`src/tec_pkg.sv`:
```
// Package with register map, field layout and mode encodings of the timer.
package tec_pkg;

  // ----------------------------------------------------------------------
  // Register map
  // ----------------------------------------------------------------------
  localparam logic [1:0] ADDR_CONTROL = 2'h0;
  localparam logic [1:0] ADDR_COUNT   = 2'h1;
  localparam int         ADDR_W       = 2;
  localparam int         DATA_W       = 8;

  // ----------------------------------------------------------------------
  // Control register fields
  // ----------------------------------------------------------------------
  localparam int MODE_HI   = 7;
  localparam int MODE_LO   = 6;
  localparam int SRC_BIT   = 5;
  localparam int EN_BIT    = 4;
  localparam int EDGE_BIT  = 3;
  localparam int PSC_HI    = 2;
  localparam int PSC_LO    = 0;
  localparam int PSC_W     = 3;

  localparam logic [7:0] CONTROL_RESET = 8'h08;
  localparam logic [7:0] COUNT_RESET   = 8'h00;
  localparam logic [7:0] COUNT_FULL    = 8'hFF;

  // ----------------------------------------------------------------------
  // Operating modes
  // ----------------------------------------------------------------------
  typedef enum logic [1:0] {
    TEC_MODE_UNUSED = 2'b00,
    TEC_MODE_EVENT  = 2'b01,
    TEC_MODE_TIMER  = 2'b10,
    TEC_MODE_PULSE  = 2'b11
  } tec_mode_t;

  // Decoded control register.
  typedef struct packed {
    tec_mode_t        mode;
    logic             src_sel;
    logic             enable;
    logic             edge_sel;
    logic [PSC_W-1:0] psc;
  } tec_ctrl_t;

  // Edge events of the synchronised event input.
  typedef struct packed {
    logic rise;
    logic fall;
    logic level;
  } tec_edges_t;

endpackage

```
`src/tec_prescaler.sv`:
```
// Clock source selection and power-of-two prescaler producing count ticks.
`timescale 1ns/10ps
module tec_prescaler #(
  parameter int PSC_W = 3
) (
  // Clock and reset
  input  wire logic             i_clk,
  input  wire logic             i_rst,
  // Source clock ticks
  input  wire logic             i_sys_tick,
  input  wire logic             i_slow_tick,
  // Configuration
  input  wire logic             i_src_sel,
  input  wire logic [PSC_W-1:0] i_psc,
  input  wire logic             i_run,
  // Divided clock tick
  output logic                  o_tick
);

  localparam int DIV_W = (1 << PSC_W) - 1;

  initial begin
    if (PSC_W < 1 || PSC_W > 5) begin
      $error("tec_prescaler: PSC_W out of range");
    end
  end

  logic [DIV_W-1:0] div_count;
  logic [DIV_W-1:0] next_div_count;
  logic [DIV_W:0]   stage;
  wire              src_tick;

  // ----------------------------------------------------------------------
  // Divider chain
  // ----------------------------------------------------------------------
  assign src_tick = i_src_sel ? i_slow_tick : i_sys_tick; // RULE_03
  assign next_div_count = div_count + DIV_W'(1);

  // Stage n ticks on the high-to-low turn of divided clock bit n-1.
  assign stage[0] = src_tick;
  genvar g;
  generate
    for (g = 0; g < DIV_W; g++) begin : g_stage
      assign stage[g+1] = src_tick && div_count[g] && (&div_count[g:0]);
    end
  endgenerate

  always_ff @(posedge i_clk) begin
    if (i_rst || !i_run) begin
      div_count <= '0;
    end else if (src_tick) begin
      div_count <= next_div_count;
    end
  end

  assign o_tick = i_run && stage[i_psc]; // RULE_04 RULE_17

endmodule

```
`src/tec_edge_sync.sv`:
```
// Two-stage synchroniser and edge detector for the event input pin.
`timescale 1ns/10ps
module tec_edge_sync (
  // Clock and reset
  input  wire logic                i_clk,
  input  wire logic                i_rst,
  // Event input pin
  input  wire logic                i_pin,
  // Detected edges
  output tec_pkg::tec_edges_t      o_edges
);

  logic meta;
  logic sync;
  logic last;

  // ----------------------------------------------------------------------
  // Synchroniser and edge detection
  // ----------------------------------------------------------------------
  always_ff @(posedge i_clk) begin
    if (i_rst) begin
      meta <= 1'b0;
      sync <= 1'b0;
      last <= 1'b0;
    end else begin
      meta <= i_pin; // RULE_21
      sync <= meta;
      last <= sync;
    end
  end

  assign o_edges.rise  = sync && !last; // RULE_21
  assign o_edges.fall  = !sync && last;
  assign o_edges.level = sync;

endmodule

```
`src/tec_timer.sv`:
```
// Top of the 8-bit timer and event counter with its register port.
//
// How it works
// (RULE_01) Eight-bit up-counter, internal or pin clock.
// (RULE_02) Timer and capture modes use prescaled clock.
// (RULE_03) Source bit picks system or slow clock.
// (RULE_04) Prescale divides by two to field power.
// (RULE_05) Event mode counts selected pin edges.
// (RULE_06) Edge bit zero rising, one falling.
// (RULE_07) Capture edge bit sets start/stop polarity.
// (RULE_08) Mode codes: event, timer, capture, unused.
// (RULE_09) Counter runs only with enable set.
// (RULE_10) Read returns count; write goes via preload.
// (RULE_11) Overflow pulses, reloads preload, keeps counting.
// (RULE_12) Disabled: preload write loads counter now.
// (RULE_13) Enabled: preload waits for next overflow.
// (RULE_14) Event mode ignores source and prescale.
// (RULE_15) Software programs control before use.
// (RULE_16) Software clears preload for full range.
// (RULE_17) Timer counts on divided clock falling edge.
// (RULE_18) Capture waits for first active edge.
// (RULE_19) Capture end clears enable, holds width.
// (RULE_20) After auto stop, pin edges ignored.
// (RULE_21) Event pin synchronised before edge detection.
// (RULE_22) Unused mode holds count, no overflow.
//
// The implementer's own choices: the register addresses and the strobed register port.
`timescale 1ns/10ps
module tec_timer #(
  parameter int PSC_W = 3
) (
  // Clock and reset
  input  wire logic                         i_clk,
  input  wire logic                         i_rst,
  // Clock source ticks, one cycle each
  input  wire logic                         i_sys_tick,
  input  wire logic                         i_slow_tick,
  // Event input pin
  input  wire logic                         i_event_pin,
  // Register port
  input  wire logic [tec_pkg::ADDR_W-1:0]   i_addr,
  input  wire logic [tec_pkg::DATA_W-1:0]   i_wdata,
  input  wire logic                         i_wr,
  input  wire logic                         i_rd,
  output logic      [tec_pkg::DATA_W-1:0]   o_rdata,
  // Status
  output logic                              o_overflow,
  output logic                              o_capturing
);

  initial begin
    if (PSC_W != tec_pkg::PSC_HI - tec_pkg::PSC_LO + 1) begin
      $error("tec_timer: PSC_W does not match the control layout");
    end
  end

  // ----------------------------------------------------------------------
  // State
  // ----------------------------------------------------------------------
  tec_pkg::tec_ctrl_t          ctrl;
  tec_pkg::tec_ctrl_t          next_ctrl;
  logic [tec_pkg::DATA_W-1:0]  count;
  logic [tec_pkg::DATA_W-1:0]  next_count;
  logic [tec_pkg::DATA_W-1:0]  preload;
  logic                        active;
  logic                        next_active;
  logic                        overflow;
  tec_pkg::tec_edges_t         edges;

  // ----------------------------------------------------------------------
  // Register decode
  // ----------------------------------------------------------------------
  wire wr_ctrl  = i_wr && (i_addr == tec_pkg::ADDR_CONTROL);
  wire wr_count = i_wr && (i_addr == tec_pkg::ADDR_COUNT);
  wire rd_ctrl  = i_rd && (i_addr == tec_pkg::ADDR_CONTROL);
  wire rd_count = i_rd && (i_addr == tec_pkg::ADDR_COUNT);

  // ----------------------------------------------------------------------
  // Mode decode
  // ----------------------------------------------------------------------
  wire mode_event = ctrl.mode == tec_pkg::TEC_MODE_EVENT;  // RULE_08
  wire mode_timer = ctrl.mode == tec_pkg::TEC_MODE_TIMER;  // RULE_08
  wire mode_pulse = ctrl.mode == tec_pkg::TEC_MODE_PULSE;  // RULE_08
  wire internal   = mode_timer || mode_pulse;              // RULE_02

  // ----------------------------------------------------------------------
  // Clock paths
  // ----------------------------------------------------------------------
  logic psc_tick;

  tec_prescaler #(
    .PSC_W (PSC_W)
  ) u_psc (
    .i_clk       (i_clk),
    .i_rst       (i_rst),
    .i_sys_tick  (i_sys_tick),
    .i_slow_tick (i_slow_tick),
    .i_src_sel   (ctrl.src_sel),
    .i_psc       (ctrl.psc),
    .i_run       (ctrl.enable && internal),
    .o_tick      (psc_tick)
  );

  tec_edge_sync u_sync (
    .i_clk   (i_clk),
    .i_rst   (i_rst),
    .i_pin   (i_event_pin),
    .o_edges (edges)
  );

  // Event mode edge choice.
  wire ev_edge = ctrl.edge_sel ? edges.fall : edges.rise; // RULE_06
  // Capture start edge is the opposite sense of the event mode choice.
  wire start_edge = ctrl.edge_sel ? edges.rise : edges.fall; // RULE_07
  wire stop_edge  = ctrl.edge_sel ? edges.fall : edges.rise; // RULE_07

  // Capture begins on the start edge and ends on the return edge.
  wire pulse_start = mode_pulse && ctrl.enable && !active && start_edge;
  wire pulse_stop  = mode_pulse && ctrl.enable && active && stop_edge;

  // One count step per cycle at most.
  wire step_event = mode_event && ctrl.enable && ev_edge; // RULE_05 RULE_14
  wire step_timer = mode_timer && ctrl.enable && psc_tick; // RULE_17
  wire step_pulse = mode_pulse && ctrl.enable && active && psc_tick
                    && !pulse_stop; // RULE_18
  wire step = step_event || step_timer || step_pulse; // RULE_01 RULE_09
  wire wrap = step && (count == tec_pkg::COUNT_FULL); // RULE_22

  // ----------------------------------------------------------------------
  // Next state
  // ----------------------------------------------------------------------
  always_comb begin
    next_ctrl   = ctrl;
    next_active = active;
    if (wr_ctrl) begin
      next_ctrl = tec_pkg::tec_ctrl_t'(i_wdata);
    end else if (pulse_stop) begin
      next_ctrl.enable = 1'b0; // RULE_19
    end
    if (!mode_pulse || !next_ctrl.enable) begin
      next_active = 1'b0; // RULE_20
    end else if (pulse_start) begin
      next_active = 1'b1; // RULE_18
    end
  end

  always_comb begin
    next_count = count;
    if (wrap) begin
      next_count = preload; // RULE_11 RULE_13
    end else if (step) begin
      next_count = count + 8'h01; // RULE_01
    end
    if (wr_count && !ctrl.enable) begin
      next_count = i_wdata; // RULE_12
    end
  end

  // ----------------------------------------------------------------------
  // Registers
  // ----------------------------------------------------------------------
  always_ff @(posedge i_clk) begin
    if (i_rst) begin
      ctrl     <= tec_pkg::tec_ctrl_t'(tec_pkg::CONTROL_RESET);
      count    <= tec_pkg::COUNT_RESET;
      preload  <= tec_pkg::COUNT_RESET;
      active   <= 1'b0;
      overflow <= 1'b0;
    end else begin
      ctrl     <= next_ctrl;
      count    <= next_count;
      active   <= next_active;
      overflow <= wrap; // RULE_11
      if (wr_count) begin
        preload <= i_wdata; // RULE_10 RULE_13
      end
    end
  end

  // ----------------------------------------------------------------------
  // Read port
  // ----------------------------------------------------------------------
  wire [tec_pkg::DATA_W-1:0] ctrl_bits = ctrl;
  wire [tec_pkg::DATA_W-1:0] rd_mux = rd_ctrl  ? ctrl_bits :
                                      rd_count ? count : // RULE_10
                                      '0;

  always_ff @(posedge i_clk) begin
    if (i_rst) begin
      o_rdata <= '0;
    end else begin
      o_rdata <= rd_mux;
    end
  end

  assign o_overflow  = overflow;
  assign o_capturing = active;

  // ----------------------------------------------------------------------
  // Checks
  // ----------------------------------------------------------------------
  chk_wrap_reload: assert property (@(posedge i_clk) disable iff (i_rst) // RULE_11
    (wrap && !(wr_count && !ctrl.enable)) |=> (count == $past(preload)))
    else $error("Overflow did not reload the preload value.");

  chk_overflow_pulse: assert property (@(posedge i_clk) disable iff (i_rst) // RULE_11
    o_overflow |-> $past(count) == tec_pkg::COUNT_FULL)
    else $error("Overflow raised below full count.");

  chk_disabled_load: assert property (@(posedge i_clk) disable iff (i_rst) // RULE_12
    (wr_count && !ctrl.enable) |=> (count == $past(i_wdata)))
    else $error("Disabled preload write did not reach the counter.");

  chk_enabled_hold: assert property (@(posedge i_clk) disable iff (i_rst) // RULE_13
    (wr_count && ctrl.enable && !step) |=> (count == $past(count)))
    else $error("Enabled preload write changed the counter.");

  chk_unused_hold: assert property (@(posedge i_clk) disable iff (i_rst) // RULE_22
    (ctrl.mode == tec_pkg::TEC_MODE_UNUSED && !wr_count) |=>
      (count == $past(count) && !o_overflow))
    else $error("Unused mode changed the counter.");

  chk_stop_disable: assert property (@(posedge i_clk) disable iff (i_rst) // RULE_19
    (pulse_stop && !wr_ctrl) |=> (!ctrl.enable && !active))
    else $error("Capture end did not clear the enable bit.");

  chk_enable_gate: assert property (@(posedge i_clk) disable iff (i_rst) // RULE_09
    (!ctrl.enable && !wr_count) |=> (count == $past(count)))
    else $error("Counter moved while disabled.");

  chk_event_count: assert property (@(posedge i_clk) disable iff (i_rst) // RULE_05
    (mode_event && ctrl.enable && ev_edge && !wr_count &&
     count != tec_pkg::COUNT_FULL) |=> (count == $past(count) + 8'h01))
    else $error("Event edge did not advance the counter.");

  chk_pulse_wait: assert property (@(posedge i_clk) disable iff (i_rst) // RULE_18
    (mode_pulse && !active && !wr_count) |=> (count == $past(count)))
    else $error("Capture counted before the start edge.");

  chk_read_data: assert property (@(posedge i_clk) disable iff (i_rst) // RULE_10
    rd_count |=> (o_rdata == $past(count)))
    else $error("Count read returned the wrong value.");

  chk_read_idle: assert property (@(posedge i_clk) disable iff (i_rst) // RULE_10
    !i_rd |=> (o_rdata == '0))
    else $error("Read data stood outside a read.");

  chk_capture_start: assert property (@(posedge i_clk) disable iff (i_rst) // RULE_18
    (!active && !pulse_start) |=> !active)
    else $error("Capture began without a start edge.");

  chk_timer_gate: assert property (@(posedge i_clk) disable iff (i_rst) // RULE_17
    (mode_timer && !psc_tick && !wr_count) |=> (count == $past(count)))
    else $error("Timer moved without a divided clock tick.");

  chk_pulse_step: assert property (@(posedge i_clk) disable iff (i_rst) // RULE_02
    (step_pulse && !wr_count && count != tec_pkg::COUNT_FULL) |=>
      (count == $past(count) + 8'h01))
    else $error("Capture tick did not advance the counter.");

  chk_stop_ignore: assert property (@(posedge i_clk) disable iff (i_rst) // RULE_20
    (mode_pulse && !ctrl.enable && !wr_ctrl) |=> !active)
    else $error("Capture restarted while disabled.");

endmodule

```
`config.mk`:
```
export PLATFORM = sky130hd
export DESIGN_NAME = tec_timer
export DESIGN_NICKNAME = d
export VERILOG_FILES = /design/src/tec_pkg.sv /design/src/tec_prescaler.sv /design/src/tec_edge_sync.sv /design/src/tec_timer.sv
export SDC_FILE = /design/constraint.sdc
export NUM_CORES = 1
export LEC_CHECK = 0
export BUFFER_PORTS_ARGS = -buffer_cell sky130_fd_sc_hd__buf_2
export CORE_MARGIN = 3
export CORE_UTILIZATION = 51
export DETAILED_ROUTE_END_ITERATION = 10
export GPL_TIMING_DRIVEN = 0
export HOLD_SLACK_MARGIN = 0.03
export PLACE_DENSITY = 0.79
export SLEW_MARGIN = 5
export SYNTH_ARGS = -nofsm -noshare
export SYNTH_HDL_FRONTEND = slang
export SYNTH_SLANG_ARGS = --single-unit
```
`constraint.sdc`:
```
create_clock -name i_clk -period 2 [get_ports i_clk]
set_input_delay 0.2 -clock i_clk [delete_from_list [all_inputs] [get_ports i_clk]]
set_output_delay 0.2 -clock i_clk [all_outputs]
set_load 0.01 [all_outputs]
```
==> results_dict.tcl, run 1 <==
set metrics [dict create \
    status "finished with violations" \
    violations "negative setup slack" \
    timing.fmax_ghz 0.498 \
    postCtsHoldBufs 0 \
    criticalPathCategory "reg2reg" \
    arrival_ns 2.25 \
    powerDensity_nw_per_um2 711 \
    regArea_um2 893 \
    synth_warnings 0 \
    drc_errors 0 \
    yosysMostFrequentCell "dfxtp_1" \
    postSynthAreaPerCell_um2 9.27 \
    required_ns 2.24 \
    dieHeight_um 70.5 \
    ys_types 47 \
    ys_top_cells_by_count "dfxtp_1, nor2_1, mux2i_1, nand2_1, a21oi_1" \
    h-tree-depth 2 \
    worstPathCellList "ha_4 > and3_4 > ha_4 > nand3b_1 > o21ai_1 > a32o_2 > and2_4 > nor4_4 > buf_4 > o2bb2ai_1" \
    finalSetupViolCount 5 \
    place_hpwl_mm 3.37 \
    cp_max_fo 6 \
    multiInputGateArea_um2 1250 \
    synth-edff-count 0 \
    async_flop_share_pct 0 \
    post_dp_cell_area_um2 2330 \
    drt-total-wl_mm 5.35 \
    grt_start_max_net_pins 14 \
    ff2ff_path_depth 10 \
    finalInstanceArea_um2 2560 \
    rows 22 \
    clkSinkCount 44 \
    ir_drop_v 0.000446 \
    finalPower_uw 1820 \
    grt_pass1_vias 1804 \
    fin_ws_ns -0.00845 \
    syn_area_um2 2120 \
    worstSkewPairLatency_ns 0.31 \
    initial_core_util_pct 55.5 \
    coreArea_um2 3830 \
    relSlewSlack_pct 63.2 \
    root_buffer "clkbuf_8" \
    grt_use_total_pct 22.2 \
    antenna_found_initial 0 \
    cts_tree "done" \
    cts_inserted_buffers 5 \
    synthCells 229 \
    io_pins 27 \
    clk_path_buf_depth 2 \
    nets 290 \
    ys_ff_latch 44 \
    wire_per_inst_um 16.8 \
    area_growth_pct 20.8 \
    grt_setup_unrepaired "yes" \
    die_area_um2 4970 \
    clkSlewWorstSetupHoldPaths_ns 0.08 \
    fp.dieW_um 70.5 \
    final.min_clock_period_ns 2.01 \
    whs_path_depth 2 \
    drv_cap 0 \
    vias 1875 \
    syn_nets 250 \
    grt_pass1_wl_mm 8.62 \
    critPathMaxStageDelay_ns 0.36 \
    gp_congestion 0.856 \
    fin_crit_sh_pct 100 \
    finalHoldViolCount 0 \
    seq_area_frac_synth_pct 41.5 \
    hp-class "in2reg" \
    fillers 304 \
    cpMaxStageDelayCell "dfxtp_4" \
    viasPerCell 5.90 \
    ys_top_cells_by_area "dfxtp_1, mux2i_1, nor2_1, a21oi_1, nand2_1" \
    drv_slew 0 \
    p_leak_uw 0.00103 \
    critPathLaunchType "flip-flop" \
    critPathCaptureType "flip-flop" \
    drive_gt1_share_pct 25.6 \
    antenna_left 0 \
    port_buffers 25 \
    worst_pin_slew_ns 0.551 \
    fin_skew_ns 0.00551 \
    diodes 0 \
    drtIter0Drc 124 \
    path_common_cell "ha_4" \
    grt-ovfl-total 0 \
    netlist.area_leader.share_pct 41.5 \
    yosysTopAreaCell "dfxtp_1" \
    synth_ff_type "dfxtp_1" \
    drtPass1Iterations 4 \
]
==> per-stage QoR <==
stage	std cells	hold WS, ns	setup TNS [ns]	util (%)	worst slack, ns
4_1_cts	316	0.101	-0.548	65.9	-0.106
3_3_place_gp	302	0.414	-0.714	60.8	-0.145
5_1_grt	318	0.155	-0.402	67.0	-0.0836
2_1_floorplan	229	0.318	0	-	0.00869
3_5_place_dp	302	0.419	-0.802	60.8	-0.164
6_report	318	0.0975	-0.0188	67.0	-0.00845
==> per-layer routing <==
metal / GRT usage, % / vias up / part of all wire, %
met4: 11.7 / 0 / 2.1
met5: 0 / - / 0
met3: 4.17 / 10 / 6.1
li1: - / 915 / -
met2: 35.4 / 54 / 47
met1: 28.3 / 896 / 44
==> report_power, final <==
group / internal, uW / switching [uW] / leakage (uW) / total, uW
clock: 441 / 314 / 0.0000645 / 755
sequential: 894 / 25.2 / 0.000359 / 919
combinational: 67.9 / 79.3 / 0.000606 / 147
total: 1400 / 418 / 0.00103 / 1820
==> layout make-up <==
class / count / share of cell area (%)
Multi-Input combinational cell: 174 / 48.7
Sequential cell: 44 / 34.9
Timing Repair Buffer: 34 / 7.52
Clock buffer: 7 / 3.76
Tap cell: 48 / 2.34
Buffer: 9 / 1.51
Clock inverter: 1 / 1.17
Inverter: 1 / 0.146
==> repair_timing <==
action	CTS	global route
pin swaps	5	11
endpoints found under the hold margin	0	0
buffers inserted	6	3
setup endpoints to repair	5	8
resized for setup	8	11
==> sequential cells by signal (all words and copies together), names as in the netlist <==
signal           cells
count                8
ctrl                 8
o_rdata              8
preload              8
u_psc.div_count      7
o_capturing          1
o_overflow           1
u_sync.last          1
u_sync.meta          1
u_sync.sync          1
==> kinds of logic after synthesis <==
| logic type | synth area share [%] |
|---|---|
| buffers and inverters | 2.48 |
| AO/OA/AOI/OAI | 14.6 |
| adder cells (fa/ha/maj) | 2.36 |
| multiplexers | 12.5 |
| AND/OR/NAND/NOR | 24.1 |
| XOR/XNOR | 2.48 |
| flip-flops | 41.5 |
==> critical path: cells and delay by family, from the launching register on <==
kind / cells / cell delay (ns)
adder cells (fa/ha/maj): 2 / 0.31
buffers and inverters: 1 / 0.18
flip-flops: 1 / 0.36
AO/OA/AOI/OAI: 3 / 0.42
AND/OR/NAND/NOR: 4 / 0.67
==> worst paths after layout <==
kind                            endpoint  slack, ns                       startpoint
setup reg to reg   count[5]$_SDFFE_PP0P_     -0.008  u_psc.div_count[1]$_SDFFE_PP0P_
setup / recovery   count[5]$_SDFFE_PP0P_     -0.008  u_psc.div_count[1]$_SDFFE_PP0P_
hold reg to reg   u_sync.sync$_SDFF_PP0_       0.45           u_sync.meta$_SDFF_PP0_
hold / removal    u_sync.meta$_SDFF_PP0_        0.1                      i_event_pin
==> placed cells by master, fill, tap and decap left out, types with 3 or more instances in the layout <==
cell type,instances
mux2i_1,24
and3_1,3
and4_1,3
a21oi_1,11
xor2_1,3
nor2_1,36
a22o_1,3
a31oi_1,6
buf_2,28
clkbuf_8,7
buf_4,9
xnor2_1,3
o21ai_0,5
clkbuf_1,5
nand3b_1,3
nor2b_1,4
dfxtp_1,38
o2bb2ai_1,5
nand3_1,7
nand2b_1,3
nor3b_1,3
a221oi_1,3
dfxtp_2,4
nand2_1,13
Power figures use the tool's default switching activity.
==> inputs of run 2 (changes only) <==
--- a/config.mk
+++ b/config.mk
@@ -12,6 +12,7 @@
 export GPL_TIMING_DRIVEN = 0
 export HOLD_SLACK_MARGIN = 0.03
 export PLACE_DENSITY = 0.79
+export REMOVE_ABC_BUFFERS = 1
 export SLEW_MARGIN = 5
 export SYNTH_ARGS = -nofsm -noshare
 export SYNTH_HDL_FRONTEND = slang
==> results_dict.tcl, run 2 (same netlist as run 1, synthesis figures left out) <==
set metrics [dict create \
    r2r-end "count[5]$_SDFFE_PP0P_" \
    die_area_um2 4970 \
    grt_start_max_net_pins 33 \
    finalPower_uw 1840 \
    grt-ovfl-total 0 \
    hold_ws_ns 0.114 \
    powerDensity_nw_per_um2 735 \
    timing.fmax_ghz 0.519 \
    viasPerCell 5.93 \
    regArea_um2 887 \
    highest_layer "met4" \
    cts_tree "done" \
    required_ns 2.17 \
    final.min_clock_period_ns 1.93 \
    relSlewSlack_pct 53.0 \
    coreArea_um2 3830 \
    drt-met1-wl_mm 2.20 \
    wl_met2_mm 2.22 \
    worstSkewPairLatency_ns 0.30 \
    final_cell_mix "dfxtp_1, nor2_1, buf_2" \
    status "finished clean" \
    gp_congestion 0.869 \
    critPathCaptureType "flip-flop" \
    nets 279 \
    dieHeight_um 70.5 \
    grt_pass1_wl_mm 7.65 \
    grt_use_total_pct 19.1 \
    io_pins 27 \
    critPathMaxStageDelay_ns 0.48 \
    finalHoldViolCount 0 \
    utilization_pct 65.3 \
    drtPass1Iterations 4 \
    cts_inserted_buffers 5 \
    wl_met3_um 382 \
    min_from "i_event_pin" \
    fin_ws_ns 0.0716 \
    fp.dieW_um 70.5 \
    rows 22 \
    antenna_left 0 \
    area_growth_pct 17.8 \
    clk_path_buf_depth 2 \
    port_buffers 26 \
    wire_per_inst_um 15.9 \
    hp-class "in2reg" \
    drt-total-wl_mm 4.86 \
    critPathLaunchType "flip-flop" \
    drtIter0Drc 149 \
    arrival_ns 2.10 \
    ff2ff_path_depth 7 \
    drc_errors 0 \
    fin_crit_sh_pct 96.4 \
    ir_drop_v 0.000438 \
    criticalPathCategory "reg2reg" \
    grt_setup_unrepaired "yes" \
    cpMaxStageDelayCell "dfxtp_1" \
    antenna_found_initial 0 \
    finalSetupViolCount 0 \
    fin_skew_ns 0.00840 \
    postCtsHoldBufs 0 \
    drv_slew 0 \
    holdPathEnd "u_sync.meta$_SDFF_PP0_" \
    drv_cap 0 \
    clkSinkCount 44 \
    initial_core_util_pct 55.5 \
    setup_tns_ns 0 \
    crit_start "count[1]$_SDFFE_PP0P_" \
    worst_pin_slew_ns 0.703 \
    place_ws_ns -0.320 \
    clkSlewWorstSetupHoldPaths_ns 0.08 \
    multiInputGateArea_um2 1240 \
    cp_max_fo 7 \
    layout.cells.most_common "dfxtp_1" \
    place_hpwl_mm 3.21 \
    diodes 0 \
    h-tree-depth 2 \
    rrSetupSlack_ns 0.07 \
    worstPathCellList "ha_2 > and3_1 > nand2_2 > nor2_1 > a21oi_1 > a221oi_2 > o2bb2ai_1" \
    grt_pass1_vias 1591 \
    root_buffer "clkbuf_8" \
    p_leak_uw 0.000997 \
    drive_gt1_share_pct 23.6 \
    rr_startpoint "count[1]$_SDFFE_PP0P_" \
    vias 1815 \
    whs_path_depth 2 \
    fillers 321 \
]
==> run 2: cell types whose count changed in the layout (fill, tap and decap cells not counted), sizes merged <==
cell    change
clkbuf      -8
buf         -5
bufinv      +1
==> run 2: worst max-delay path: cells and delay by family (launching register included) <==
kind / cells / cell delay, ns
AOI/OAI and AO/OA: 3 / 0.39
and+or+nand+nor: 3 / 0.61
adders and majority gates: 1 / 0.32
DFF: 1 / 0.48
==> run 2: report_power, final <==
group / internal, uW / switching [uW]
sequential: 895 / 26.2
combinational: 62.4 / 71.9
clock: 491 / 290
total: 1450 / 389
==> run 2: metal layers <==
| metal | up-vias | track usage (%) |
|---|---|---|
| li1 | 892 | - |
| met1 | 832 | 26.9 |
| met2 | 85 | 29.6 |
| met3 | 6 | 4.46 |
| met4 | 0 | 4.68 |
| met5 | - | 0 |
==> run 2: metrics by stage <==
| stage | instances | area (um2) |
|---|---|---|
| 2_1_floorplan | 219 | 2070 |
| 3_3_place_gp | 293 | 2260 |
| 3_5_place_dp | 294 | 2280 |
| 4_1_cts | 304 | 2460 |
| 5_1_grt | 306 | 2500 |
| 6_report | 306 | 2500 |
==> run 2: how the worst max path moves through the flow <==
stage	cells after the start	to	slack [ns]
finish	7	count[5]$_SDFFE_PP0P_	0.07
global route	9	count[6]$_SDFFE_PP0P_	-0.02
CTS	9	count[3]$_SDFFE_PP0P_	0.01
detailed placement	9	count[3]$_SDFFE_PP0P_	-0.32
global placement	5	o_capturing$_SDFFE_PP0P_	-0.49
floorplan	9	count[2]$_SDFFE_PP0P_	-0.06
==> run 2: area by class of cell <==
type                    count  share of cell area (%)
clock buffers               5                    2.75
flip-flops and latches     44                    35.5
well taps                  48                    2.40
multi-input cells         174                    49.8
clock inverters             2                    2.40
inverters                   1                   0.150
repair buffers             32                    7.01
==> run 2: what timing repair did <==
action	in CTS	in global routing
buffers inserted	3	2
pin swaps	3	1
gates resized for setup	10	7
endpoints found under the setup margin	8	6
